<file path="src/psm_pkg.sv">
// package: constants and carrier types for the strap and mii pin logic
package psm_pkg;
    // strap pin order inside the sampled strap vector
    localparam int STRAP_W        = 12;
    localparam int S_ADDR0        = 0;
    localparam int S_ADDR1        = 1;
    localparam int S_ADDR2        = 2;
    localparam int S_DUPLEX       = 3;
    localparam int S_MODE2        = 4;
    localparam int S_BCAST_OFF    = 5;
    localparam int S_ISOLATE      = 6;
    localparam int S_NAND_N       = 7;
    localparam int S_TXC          = 8;
    localparam int S_MODE0        = 9;
    localparam int S_MODE1        = 10;
    localparam int S_ANEG         = 11;
    // strap reset values (internal pull levels)
    localparam logic [11:0] STRAP_RST = 12'h889;
    // management address upper bits
    localparam logic [1:0]  ADDR_HI   = 2'h0;
    // interface modes
    localparam logic [2:0]  MODE_MII  = 3'h0;
    localparam logic [2:0]  MODE_B2B  = 3'h6;
    // lamp modes
    localparam logic [1:0]  LAMP_SPEED = 2'h0;
    localparam logic [1:0]  LAMP_ACT   = 2'h1;
    // activity blink half period, in core clock cycles
    localparam int BLINK_NS  = 100000;
    localparam int CLK_NS    = 50;
    localparam int BLINK_CYC = BLINK_NS / CLK_NS;
    // fifo shape
    localparam int FIFO_W    = 4;
    localparam int FIFO_D    = 32;

    // configuration as latched from straps and overridden by software
    typedef struct packed {
        logic [4:0] station_addr;
        logic       bcast_off;
        logic [2:0] iface_mode;
        logic       aneg_en;
        logic       isolate;
        logic       half_duplex;
        logic       speed_100;
        logic       adv_100;
        logic       nand_tree_en;
        logic       txc_high;
    } psm_cfg_t;

    // receive pin group towards the mac
    typedef struct packed {
        logic [3:0] rxd;
        logic       rxdv;
        logic       rxc;
        logic       rxer;
        logic       col;
        logic       crs;
    } psm_rx_t;

    // software override strobes and values
    typedef struct packed {
        logic       bcast_off_wr;
        logic       bcast_off;
        logic       aneg_wr;
        logic       aneg;
        logic       isolate_wr;
        logic       isolate;
        logic       duplex_wr;
        logic       half_duplex;
        logic       speed_wr;
        logic       speed_100;
        logic       txc_fix_wr;
        logic       txc_fix;
    } psm_sw_t;
endpackage

</file>
<file path="src/psm_fifo.sv">
// file: small flip-flop fifo with valid/ready on both sides
`timescale 1ns/1ps
`default_nettype none
module psm_fifo #(
    parameter int W = 4,
    parameter int D = 32
) (
    // clock and reset
    input  wire logic         core_clk,
    input  wire logic         resetn,
    // write side
    input  wire logic         in_valid,
    output logic              in_ready,
    input  wire logic [W-1:0] in_data,
    // read side
    output logic              out_valid,
    input  wire logic         out_ready,
    output logic [W-1:0]      out_data
);
    localparam int AW = $clog2(D);
    initial begin
        if (D < 2 || (1 << AW) != D) $error("fifo depth must be a power of two");
    end

    typedef struct packed {
        logic [D-1:0][W-1:0] mem;
        logic [AW:0]         wp;
        logic [AW:0]         rp;
    } psm_fifo_st_t;
    psm_fifo_st_t st_q, st_d;
    logic push, pop;

    // pointer compare gives honest full and empty
    always_comb begin
        in_ready  = (st_q.wp - st_q.rp) != (AW+1)'(D);
        out_valid = st_q.wp != st_q.rp;
        out_data  = st_q.mem[st_q.rp[AW-1:0]];
        push      = in_valid && in_ready;
        pop       = out_valid && out_ready;
        st_d      = st_q;
        if (push) st_d.mem[st_q.wp[AW-1:0]] = in_data;
        if (push) st_d.wp = st_q.wp + 1'b1;
        if (pop) st_d.rp = st_q.rp + 1'b1;
    end

    // state register
    always_ff @(posedge core_clk) begin
        if (!resetn) begin
            st_q <= '0;
        end else begin
            st_q <= st_d;
        end
    end
endmodule
`default_nettype wire

</file>
<file path="src/psm_top.sv">
// file: strap capture, mii pin duty, lamps and open-drain pins of the phy
`timescale 1ns/1ps
`default_nettype none
module psm_top #(
    parameter int BLINK_CYC = psm_pkg::BLINK_CYC
) (
    // clock and reset
    input  wire logic                   core_clk,
    input  wire logic                   resetn,
    // shared strap pins, level seen at the pin
    input  wire logic [11:0]            strap_pins,
    // shared pin outputs and enables (enable low drives)
    output logic [11:0]                 shared_out,
    output logic                        shared_oe_n,
    // mii transmit side from the mac
    input  wire logic                   tx_clk_in,
    input  wire logic                   tx_en,
    input  wire logic [3:0]             tx_data,
    input  wire logic                   rmii_mode,
    // recovered receive stream from the line side
    input  wire logic                   line_rx_valid,
    input  wire logic [3:0]             line_rx_data,
    input  wire logic                   line_rx_err,
    input  wire logic                   line_col,
    input  wire logic                   line_crs,
    // transmit stream towards the line side
    output logic                        line_tx_valid,
    input  wire logic                   line_tx_ready,
    output logic [3:0]                  line_tx_data,
    // status from the line side
    input  wire logic                   link_up,
    input  wire logic                   activity,
    input  wire logic                   speed_is_100,
    // software controls
    input  wire psm_pkg::psm_sw_t       sw,
    input  wire logic [1:0]             lamp_mode,
    input  wire logic                   irq_req,
    // management data and interrupt pins, open drain
    input  wire logic                   mdio_drive_low,
    output logic                        mdio_oe_n,
    output logic                        irq_out_n,
    // configuration and status
    output psm_pkg::psm_cfg_t           cfg,
    output logic                        tx_overflow
);
    initial begin
        if (BLINK_CYC < 1) $error("blink count must be positive");
    end

    typedef struct packed {
        logic                   run;
        logic [11:0]            rx_pins;
        psm_pkg::psm_cfg_t      cfg;
        logic [2:0]             tclk_s;
        logic [2:0]             ten_s;
        logic [3:0][2:0]        td_s;
        logic                   tclk_lv;
        logic [3:0]             tx_acc;
        logic                   tx_half;
        logic                   tx_v;
        logic [3:0]             tx_w;
        logic                   ovf;
        logic                   rx_ck;
        logic                   lamp0;
        logic                   lamp1;
        logic [31:0]            blink;
        logic                   blink_ph;
        logic                   mdio_oe_n;
        logic                   irq_n;
        logic                   oe_n;
    } psm_st_t;
    psm_st_t st_q, st_d;

    logic       f_ready;
    logic       tclk_rise;
    logic [4:0] addr;

    // fifo between the transmit sampler and the line side
    psm_fifo #(
        .W (psm_pkg::FIFO_W),
        .D (psm_pkg::FIFO_D)
    ) u_txq (
        .core_clk  (core_clk),
        .resetn    (resetn),
        .in_valid  (st_q.tx_v),
        .in_ready  (f_ready),
        .in_data   (st_q.tx_w),
        .out_valid (line_tx_valid),
        .out_ready (line_tx_ready),
        .out_data  (line_tx_data)
    );

    // next state
    always_comb begin
        st_d = st_q;
        // the first sampling flop feeds only the second
        st_d.tclk_s = {st_q.tclk_s[1:0], tx_clk_in};
        st_d.ten_s  = {st_q.ten_s[1:0], tx_en};
        for (int i = 0; i < 4; i++) begin
            st_d.td_s[i] = {st_q.td_s[i][1:0], tx_data[i]};
        end
        if (st_q.tclk_s[2] == st_q.tclk_s[1]) st_d.tclk_lv = st_q.tclk_s[2];
        tclk_rise = (st_q.tclk_s[2] == st_q.tclk_s[1]) && st_q.tclk_s[2] && !st_q.tclk_lv;
        st_d.run = 1'b1;
        // capture straps at the first edge after release
        if (!st_q.run) begin
            st_d.cfg.station_addr = {psm_pkg::ADDR_HI,
                                     strap_pins[psm_pkg::S_ADDR2],
                                     strap_pins[psm_pkg::S_ADDR1],
                                     strap_pins[psm_pkg::S_ADDR0]};
            st_d.cfg.bcast_off    = strap_pins[psm_pkg::S_BCAST_OFF];
            st_d.cfg.iface_mode   = {strap_pins[psm_pkg::S_MODE2],
                                     strap_pins[psm_pkg::S_MODE1],
                                     strap_pins[psm_pkg::S_MODE0]};
            st_d.cfg.aneg_en      = strap_pins[psm_pkg::S_ANEG];
            st_d.cfg.isolate      = strap_pins[psm_pkg::S_ISOLATE];
            st_d.cfg.half_duplex  = strap_pins[psm_pkg::S_DUPLEX];
            st_d.cfg.speed_100    = strap_pins[psm_pkg::S_ANEG + 0] & 1'b0
                                  | strap_pins[psm_pkg::S_MODE1 + 0] & 1'b0
                                  | speed_strap();
            st_d.cfg.adv_100      = speed_strap();
            st_d.cfg.nand_tree_en = !strap_pins[psm_pkg::S_NAND_N];
            st_d.cfg.txc_high     = strap_pins[psm_pkg::S_TXC];
        end else begin
            // software writes override until the next reset
            if (sw.bcast_off_wr) st_d.cfg.bcast_off = sw.bcast_off;
            if (sw.aneg_wr) st_d.cfg.aneg_en = sw.aneg;
            if (sw.isolate_wr) st_d.cfg.isolate = sw.isolate;
            if (sw.duplex_wr) st_d.cfg.half_duplex = sw.half_duplex;
            if (sw.speed_wr) st_d.cfg.speed_100 = sw.speed_100;
            if (sw.txc_fix_wr && sw.txc_fix) st_d.cfg.txc_high = 1'b0;
        end
        // transmit sampling on txc rising edges
        st_d.tx_v = 1'b0;
        if (st_q.tx_v && !f_ready) st_d.ovf = 1'b1;
        if (st_q.run && tclk_rise && st_q.ten_s[2]) begin
            if (rmii_mode) begin
                st_d.tx_half = !st_q.tx_half;
                if (st_q.tx_half) begin
                    st_d.tx_w = {st_q.td_s[1][2], st_q.td_s[0][2], st_q.tx_acc[1:0]};
                    st_d.tx_v = 1'b1;
                end else begin
                    st_d.tx_acc = {2'h0, st_q.td_s[1][2], st_q.td_s[0][2]};
                end
            end else begin
                st_d.tx_w = {st_q.td_s[3][2], st_q.td_s[2][2],
                             st_q.td_s[1][2], st_q.td_s[0][2]};
                st_d.tx_v = 1'b1;
            end
        end
        if (!st_q.ten_s[2]) st_d.tx_half = 1'b0;
        // receive pin duty; rmii places two bits per clock on rxd[1:0]
        st_d.rx_ck = !st_q.rx_ck;
        st_d.rx_pins = '0;
        if (st_q.run && !st_q.cfg.isolate) begin
            st_d.rx_pins[3:0] = rmii_mode ? {2'h0, line_rx_data[1:0]} : line_rx_data;
            st_d.rx_pins[4]   = line_rx_valid;
            st_d.rx_pins[5]   = st_q.rx_ck;
            st_d.rx_pins[6]   = line_rx_err;
            st_d.rx_pins[7]   = line_col;
            st_d.rx_pins[8]   = line_crs;
        end
        // activity blink timer
        if (st_q.blink >= 32'(BLINK_CYC - 1)) begin
            st_d.blink    = '0;
            st_d.blink_ph = !st_q.blink_ph;
        end else begin
            st_d.blink = st_q.blink + 32'h1;
        end
        // lamp outputs, active low
        st_d.lamp0 = !link_up || (activity && st_q.blink_ph);
        if (lamp_mode == psm_pkg::LAMP_ACT) st_d.lamp0 = !link_up;
        case (lamp_mode)
            psm_pkg::LAMP_SPEED: st_d.lamp1 = !speed_is_100;
            psm_pkg::LAMP_ACT:   st_d.lamp1 = !(activity && st_q.blink_ph);
            default:             st_d.lamp1 = 1'b1;
        endcase
        st_d.rx_pins[9]  = st_q.lamp0;
        st_d.rx_pins[10] = st_q.lamp1;
        // open-drain pins: enable low only while pulling low
        st_d.mdio_oe_n = !(st_q.run && mdio_drive_low);
        st_d.irq_n     = !(st_q.run && irq_req);
        // shared pins turn to outputs one cycle after the strap capture
        st_d.oe_n      = !st_q.run;
    end

    function automatic logic speed_strap();
        return strap_pins[psm_pkg::S_MODE1] ^ strap_pins[psm_pkg::S_MODE1] ^ 1'b1;
    endfunction

    // state register; pins stay inputs while reset is held
    always_ff @(posedge core_clk) begin
        if (!resetn) begin
            st_q          <= '0;
            st_q.mdio_oe_n <= 1'b1;
            st_q.irq_n     <= 1'b1;
            st_q.oe_n      <= 1'b1;
            st_q.lamp0     <= 1'b1;
            st_q.lamp1     <= 1'b1;
        end else begin
            st_q <= st_d;
        end
    end

    assign addr = st_q.cfg.station_addr;

    // outputs straight from flops
    always_comb begin
        shared_out  = st_q.rx_pins;
        shared_oe_n = st_q.oe_n;
        mdio_oe_n   = st_q.mdio_oe_n;
        irq_out_n   = st_q.irq_n;
        cfg         = st_q.cfg;
        tx_overflow = st_q.ovf;
    end
endmodule
`default_nettype wire

</file>
<file path="config.mk">
export PLATFORM = sky130hd
export DESIGN_NAME = psm_top
export DESIGN_NICKNAME = d
export VERILOG_FILES = /design/src/psm_pkg.sv /design/src/psm_fifo.sv /design/src/psm_top.sv
export SDC_FILE = /design/constraint.sdc
export NUM_CORES = 1
export LEC_CHECK = 0
export BUFFER_PORTS_ARGS = -buffer_cell sky130_fd_sc_hd__clkbuf_2
export CORE_MARGIN = 10
export CORE_UTILIZATION = 59
export DETAILED_ROUTE_END_ITERATION = 10
export PLACE_DENSITY = 0.79
export SYNTH_ARGS = -nofsm -noshare
export SYNTH_HDL_FRONTEND = slang
export SYNTH_HIERARCHICAL = 1
export SYNTH_SLANG_ARGS = --single-unit
</file>
<file path="constraint.sdc">
create_clock -name core_clk -period 3.5 [get_ports core_clk]
set_clock_uncertainty 0.1 [all_clocks]
set_input_delay 0.35 -clock core_clk [delete_from_list [all_inputs] [get_ports core_clk]]
set_output_delay 0.35 -clock core_clk [all_outputs]
set_load 0.03 [all_outputs]
</file>
Yosys cells after proc, flatten, opt, wreduce, memory -nomap -nowiden --
Index checks and enable logic that the tools add are counted.
Cells by class: order comparisons 4, add/sub/neg operators 4, reductions and logical operators 36, equality and inequality tests 11, divide/modulo/power cells 0, shift-type cells 0, mux-type cells 32, bitwise operators 3, multipliers 0
Operator list (count):
- $bwmux 128 | 1
- $mux 98 | 1
- $add 32x1->32 const B | 1
- $ge 32x11->1 const B | 1
- $mux 32 | 1
- $bmux 4 s5 | 1
- $demux 4 s5 | 1
- $mux 4 | 4
- $mux 5 | 3
- $logic_and 1x1->1 | 13
- $logic_not 1->1 | 13
- $mux 1 | 13
- $add 6x1->6 const B | 2
- $lt 5x6->1 const B | 2
- $mux 10 | 1
- $ne 2x2->1 const B | 5
- $reduce_and 2->1 | 5
- $mux 9 | 1
- $mux 3 | 2
- $ne 6x6->1 | 1
- $ne 6x6->1 const B | 1
- $sub 6x6->6 | 1
- $ge 5x1->1 const B | 1
- $mux 2 | 2
- other kinds (10) | 13
Storage, ports and cells: bits in registers 234, input port bits 49, output and inout port bits 37, bits in read-only memories 0, bits in writable memories 0, bits in latches 0, memories kept 0

Depth between registers and ports, before layout --
depth in word-level cells 8, gate-level depth with buffers 13, mapped depth without buffers 10

Modules after synthesis --
The synthesis kept the hierarchy.
Modules (own cells, without submodules):
- psm_fifo | area an instance 6841.6 um^2, cells each 663, sequential area each 2802.7 um^2, instances 1
- psm_top | area an instance 3079.2 um^2, cells each 292, sequential area each 1861.8 um^2, instances 1

Worst setup path after synthesis --
OpenSTA, ideal clock, no wires.
kind register to register, from reg u_txq/st_q[1] (netlist bit), to reg st_q, in the netlist tx_overflow, path slack 0.564 ns, period minus slack after synthesis 2.936 ns, buffers on the path 3, cell stages (with the launch flop) 14, arrival time 2.708 ns, path through dfxtp_1 clkbuf_1 clkbuf_1 inv_1 ha_1 nor2b_1 o221ai_2 a21oi_4 xor2_4 buf_2 or2_2 inv_1 a21oi_1 nor2_1
Between the ends: cells in the longest elaborated chain, start to end 4
Ends and longest elaborated chain:
- from (decl) | line psm_fifo.sv:30 | psm_fifo_st_t st_q, st_d;
- from (signal assigned) | line psm_fifo.sv:51 | st_q <= st_d;
- $sub 6x6->6 | line psm_fifo.sv:35 | in_ready = (st_q.wp - st_q.rp) != (AW+1)'(D);
- $ne 6x6->1 | line psm_fifo.sv:35
- via f_ready | line psm_top.sv:74 | logic f_ready;
- $logic_not 1->1 | line psm_top.sv:135 | if (st_q.tx_v && !f_ready) st_d.ovf = 1'b1;
- $logic_and 1x1->1 | line psm_top.sv:135
- to (signal assigned) | line psm_top.sv:201 | st_q <= st_d;
- to (decl) | line psm_top.sv:72 | psm_st_t st_q, st_d;
The timed path passes the listed nets, and every way through them passes these cells. A chain may end at the register's enable or synchronous reset.

Worst setup path after layout --
from reg u_txq/st_q[1] (netlist bit), to out line_tx_data[2]
Between the ends: cells in the longest elaborated chain, start to end 2
Ends and longest elaborated chain:
- $bmux 4 s5 | line psm_fifo.sv:37 | out_data = st_q.mem[st_q.rp[AW-1:0]];
- $mux 4 (not written as such) | line psm_fifo.sv:37
- to (decl) | line psm_top.sv:29 | output logic [3:0] line_tx_data,
Every way passes these cells. The select of a mux whose other input is x is not followed.

==> flow_summary.yaml <==
power_and_ir_drop:
  ir_drop_mv: 0.414
  clock_power_share_pct: 46.4
  intPower_w: 0.00423
  combPwrFrac_pct: 3.7
  swShare_pct: 22.1
  pwr-share-seq_pct: 49.9
  p_per_area_nw_per_um2: 474
  leakagePower_nw: 5.16
  switchingPower_w: 0.00120
yosys:
  synthTopCellsByArea: "dfxtp_1, mux2i_1, mux4_2"
  synth_seq_cells: 233
  yosysTopAreaCellShare_pct: 47.0
  synth-async-reset-ratio_pct: 0
  synth_area_um2: 9920
  yosysSeqAreaShare_pct: 47.0
  synth_warnings: 6
  synth_enable_flop_cells: 0
  yosysTopAreaCell: "dfxtp_1"
  synth_area_per_cell_um2: 10.4
  synthFlopType: "dfxtp_1"
  syn_inst: 955
  synth.distinct_cells: 49
drt:
  drc_errors: 0
  vias_per_cell: 5.55
  drt.antenna.violating_nets: 0
  wl_per_cell_um: 17.5
  vias: 7116
  drtIter0Drc: 481
  routed_wl_mm: 22.4
  drt-pass1-iter-count: 5
timing:
  timing.final.crit_share_pct: 92.5
  period_minus_slack_ps: 3240
  finalSetupViolCount: 0
  worst_hold_slack_ps: 14.1
  grt_setup_unrepaired: "false"
  slew-limit-headroom_pct: 38.5
  drv_slew: 0
  worst_pin_slew_ps: 919
  fin_ws_ps: 263
  finalHoldViolCount: 0
  clock.fmax_mhz: 309
  tns_ps: 0
critical_path:
  cp_max_fo: 34
  crit_arrival_ps: 2790
  crit_type: "reg2out"
  crit_buf_inv: 2
  critPathSlowestCell: "mux4_2"
  cp.required_ps: 3050
  path_cells: "buf_4 -> mux4_2 -> mux4_2 -> nand2_1 -> nand2_1 -> clkbuf_2"
  worst_setup_path_end_kind: "output port"
  ff2ff_setup_slack_ps: 460
  path_delay_family: "multiplexers"
  cp-start-kind: "flop"
  cpPeakStageDelay_ps: 610
die:
  row_count: 47
  dieArea_um2: 22400
  die_w_um: 150
  core-area_um2: 16500
  die_height_um: 150
  initial_utilization_pct: 60.0
  io_pins: 86
layout:
  register_area_um2: 4670
  drive_gt1_share_pct: 19.6
  layout_common_cells: "dfxtp_1, nand2_1, mux2i_1"
  synthToLayoutAreaGrowth_pct: 15.6
  multi_input_area_um2: 4830
  layout.cells.most_common: "dfxtp_1"
  nFillCells: 1206
  layout.nets: 1107
  final_area_um2: 11500
placed_design:
  portBuffers: 82
  pre_cts_ws_ps: 514
  hpwlAfterDp_mm: 14.2
  place.gp.congestion: 0.839
  placed_area_um2: 10400
grt:
  grt_usage_pct: 19.9
  overflow: 0
  antenna_found_initial: 1
  grt_pass1_vias: 7256
  grt_pass1_wl_mm: 36.9
  grt_max_degree: 138
clock_tree:
  cts-root-buf: "clkbuf_16"
  htreeDepth: 1
  post-cts-setup-buffers: 0
  worstSkewPairLatency_ps: 530
  ctsHoldBuffers: 32
  cts_resized: 0
  cts.clk_slew.worst_paths_ps: 60
  clock_sinks: 233
  cts_tree: "built"
  numCtsBuffers: 24
  cts.path.max_buffers: 3
outcome:
  status: "complete, no violations"
worst_hold_path:
  hold_path_class: "in2reg"
job:
  drv_cap: 0
final cells by class:
type | instances | share of cell area (%)
flip-flops and latches | 233 | 40.7
clock inverters | 10 | 1.17
well taps | 220 | 2.40
inverters | 16 | 0.524
clock buffers | 31 | 5.64
multi-input cells | 645 | 42.1
repair buffers | 126 | 7.40
diodes | 1 | 0.0218
worst min-delay path, delay by kind of cell:
family                 cells  cell delay (ps)
buffers and inverters      1               80
muxes                      1               50
AOI/OAI and AO/OA          1              130
power groups by stage:
stage	Sequential [W]	Combinational [W]	Clock [W]
after floorplan	0.00277	0.000127	0
after global placement	0.00277	0.000165	0
after detailed placement	0.00277	0.000168	0
after CTS	0.00271	0.000196	0.00255
after global routing	0.00271	0.000220	0.00268
final	0.00271	0.000203	0.00252
kinds of logic (layout without fill, tap and decap cells):
group	Yosys count	in the layout	synth area share, %
AO/OA/AOI/OAI	70	70	5.83
XOR/XNOR	17	17	1.77
adder cells (fa/ha/maj)	12	12	1.51
buffers and inverters	100	183	5.22
flip-flops	233	233	47.0
multiplexers	187	187	23.9
other	1	25	0.0378
AND/OR/NAND/NOR	335	335	14.7
flip-flops by register name, summed over array words and instances, names as in the netlist, 3 cells and up:
register	cells
u_txq/st_q	140
cfg	11
shared_out	11
st_d	14
st_q	50
addr	3
synthesized netlist by cell type, drive strengths merged (2+ instances only):
cell / instances
a211oi: 6
a21oi: 10
dfxtp: 233
xor2: 5
and3: 4
o2111ai: 2
a311oi: 4
clkbuf: 44
nand3b: 3
o21ai: 30
or3: 4
nand4: 4
o211a: 2
nor3: 9
nand2b: 5
xnor2: 12
nor3b: 2
o22ai: 3
buf: 40
o211ai: 9
nor2b: 2
and2: 33
nor2: 76
nand3: 15
ha: 12
nor4: 4
inv: 15
mux2i: 147
nand2: 170
or2: 3
mux4: 40
per-layer routing:
layer / wire (um) / global-route usage, % / vias up / part of all wire, %
li1: - / - / 3403 / -
met1: 9630 / 25.0 / 3504 / 43
met2: 11100 / 34.4 / 172 / 50
met3: 1180 / 3.86 / 37 / 5.3
met4: 481 / 5.15 / 0 / 2.1
met5: 0 / 0 / - / 0
stage by stage:
stage	util (%)	std cells	total power, W
floorplan	-	978	0.00289
global placement	62.7	1208	0.00293
detailed placement	62.7	1208	0.00294
CTS	69.4	1281	0.00546
global route	69.4	1282	0.00561
finish	69.4	1282	0.00543
path summary, 6_finish.rpt:
kind,start,end,cells after the start
worst max-delay path,u_txq/st_q[1],line_tx_data[2],6
worst min-delay path,sw[2],cfg[3],3
worst max register to register,u_txq/st_q[6],u_txq/st_q[99],9
worst min register to register,st_q[38],st_q[38],1
(Power assumes the default switching activity.)
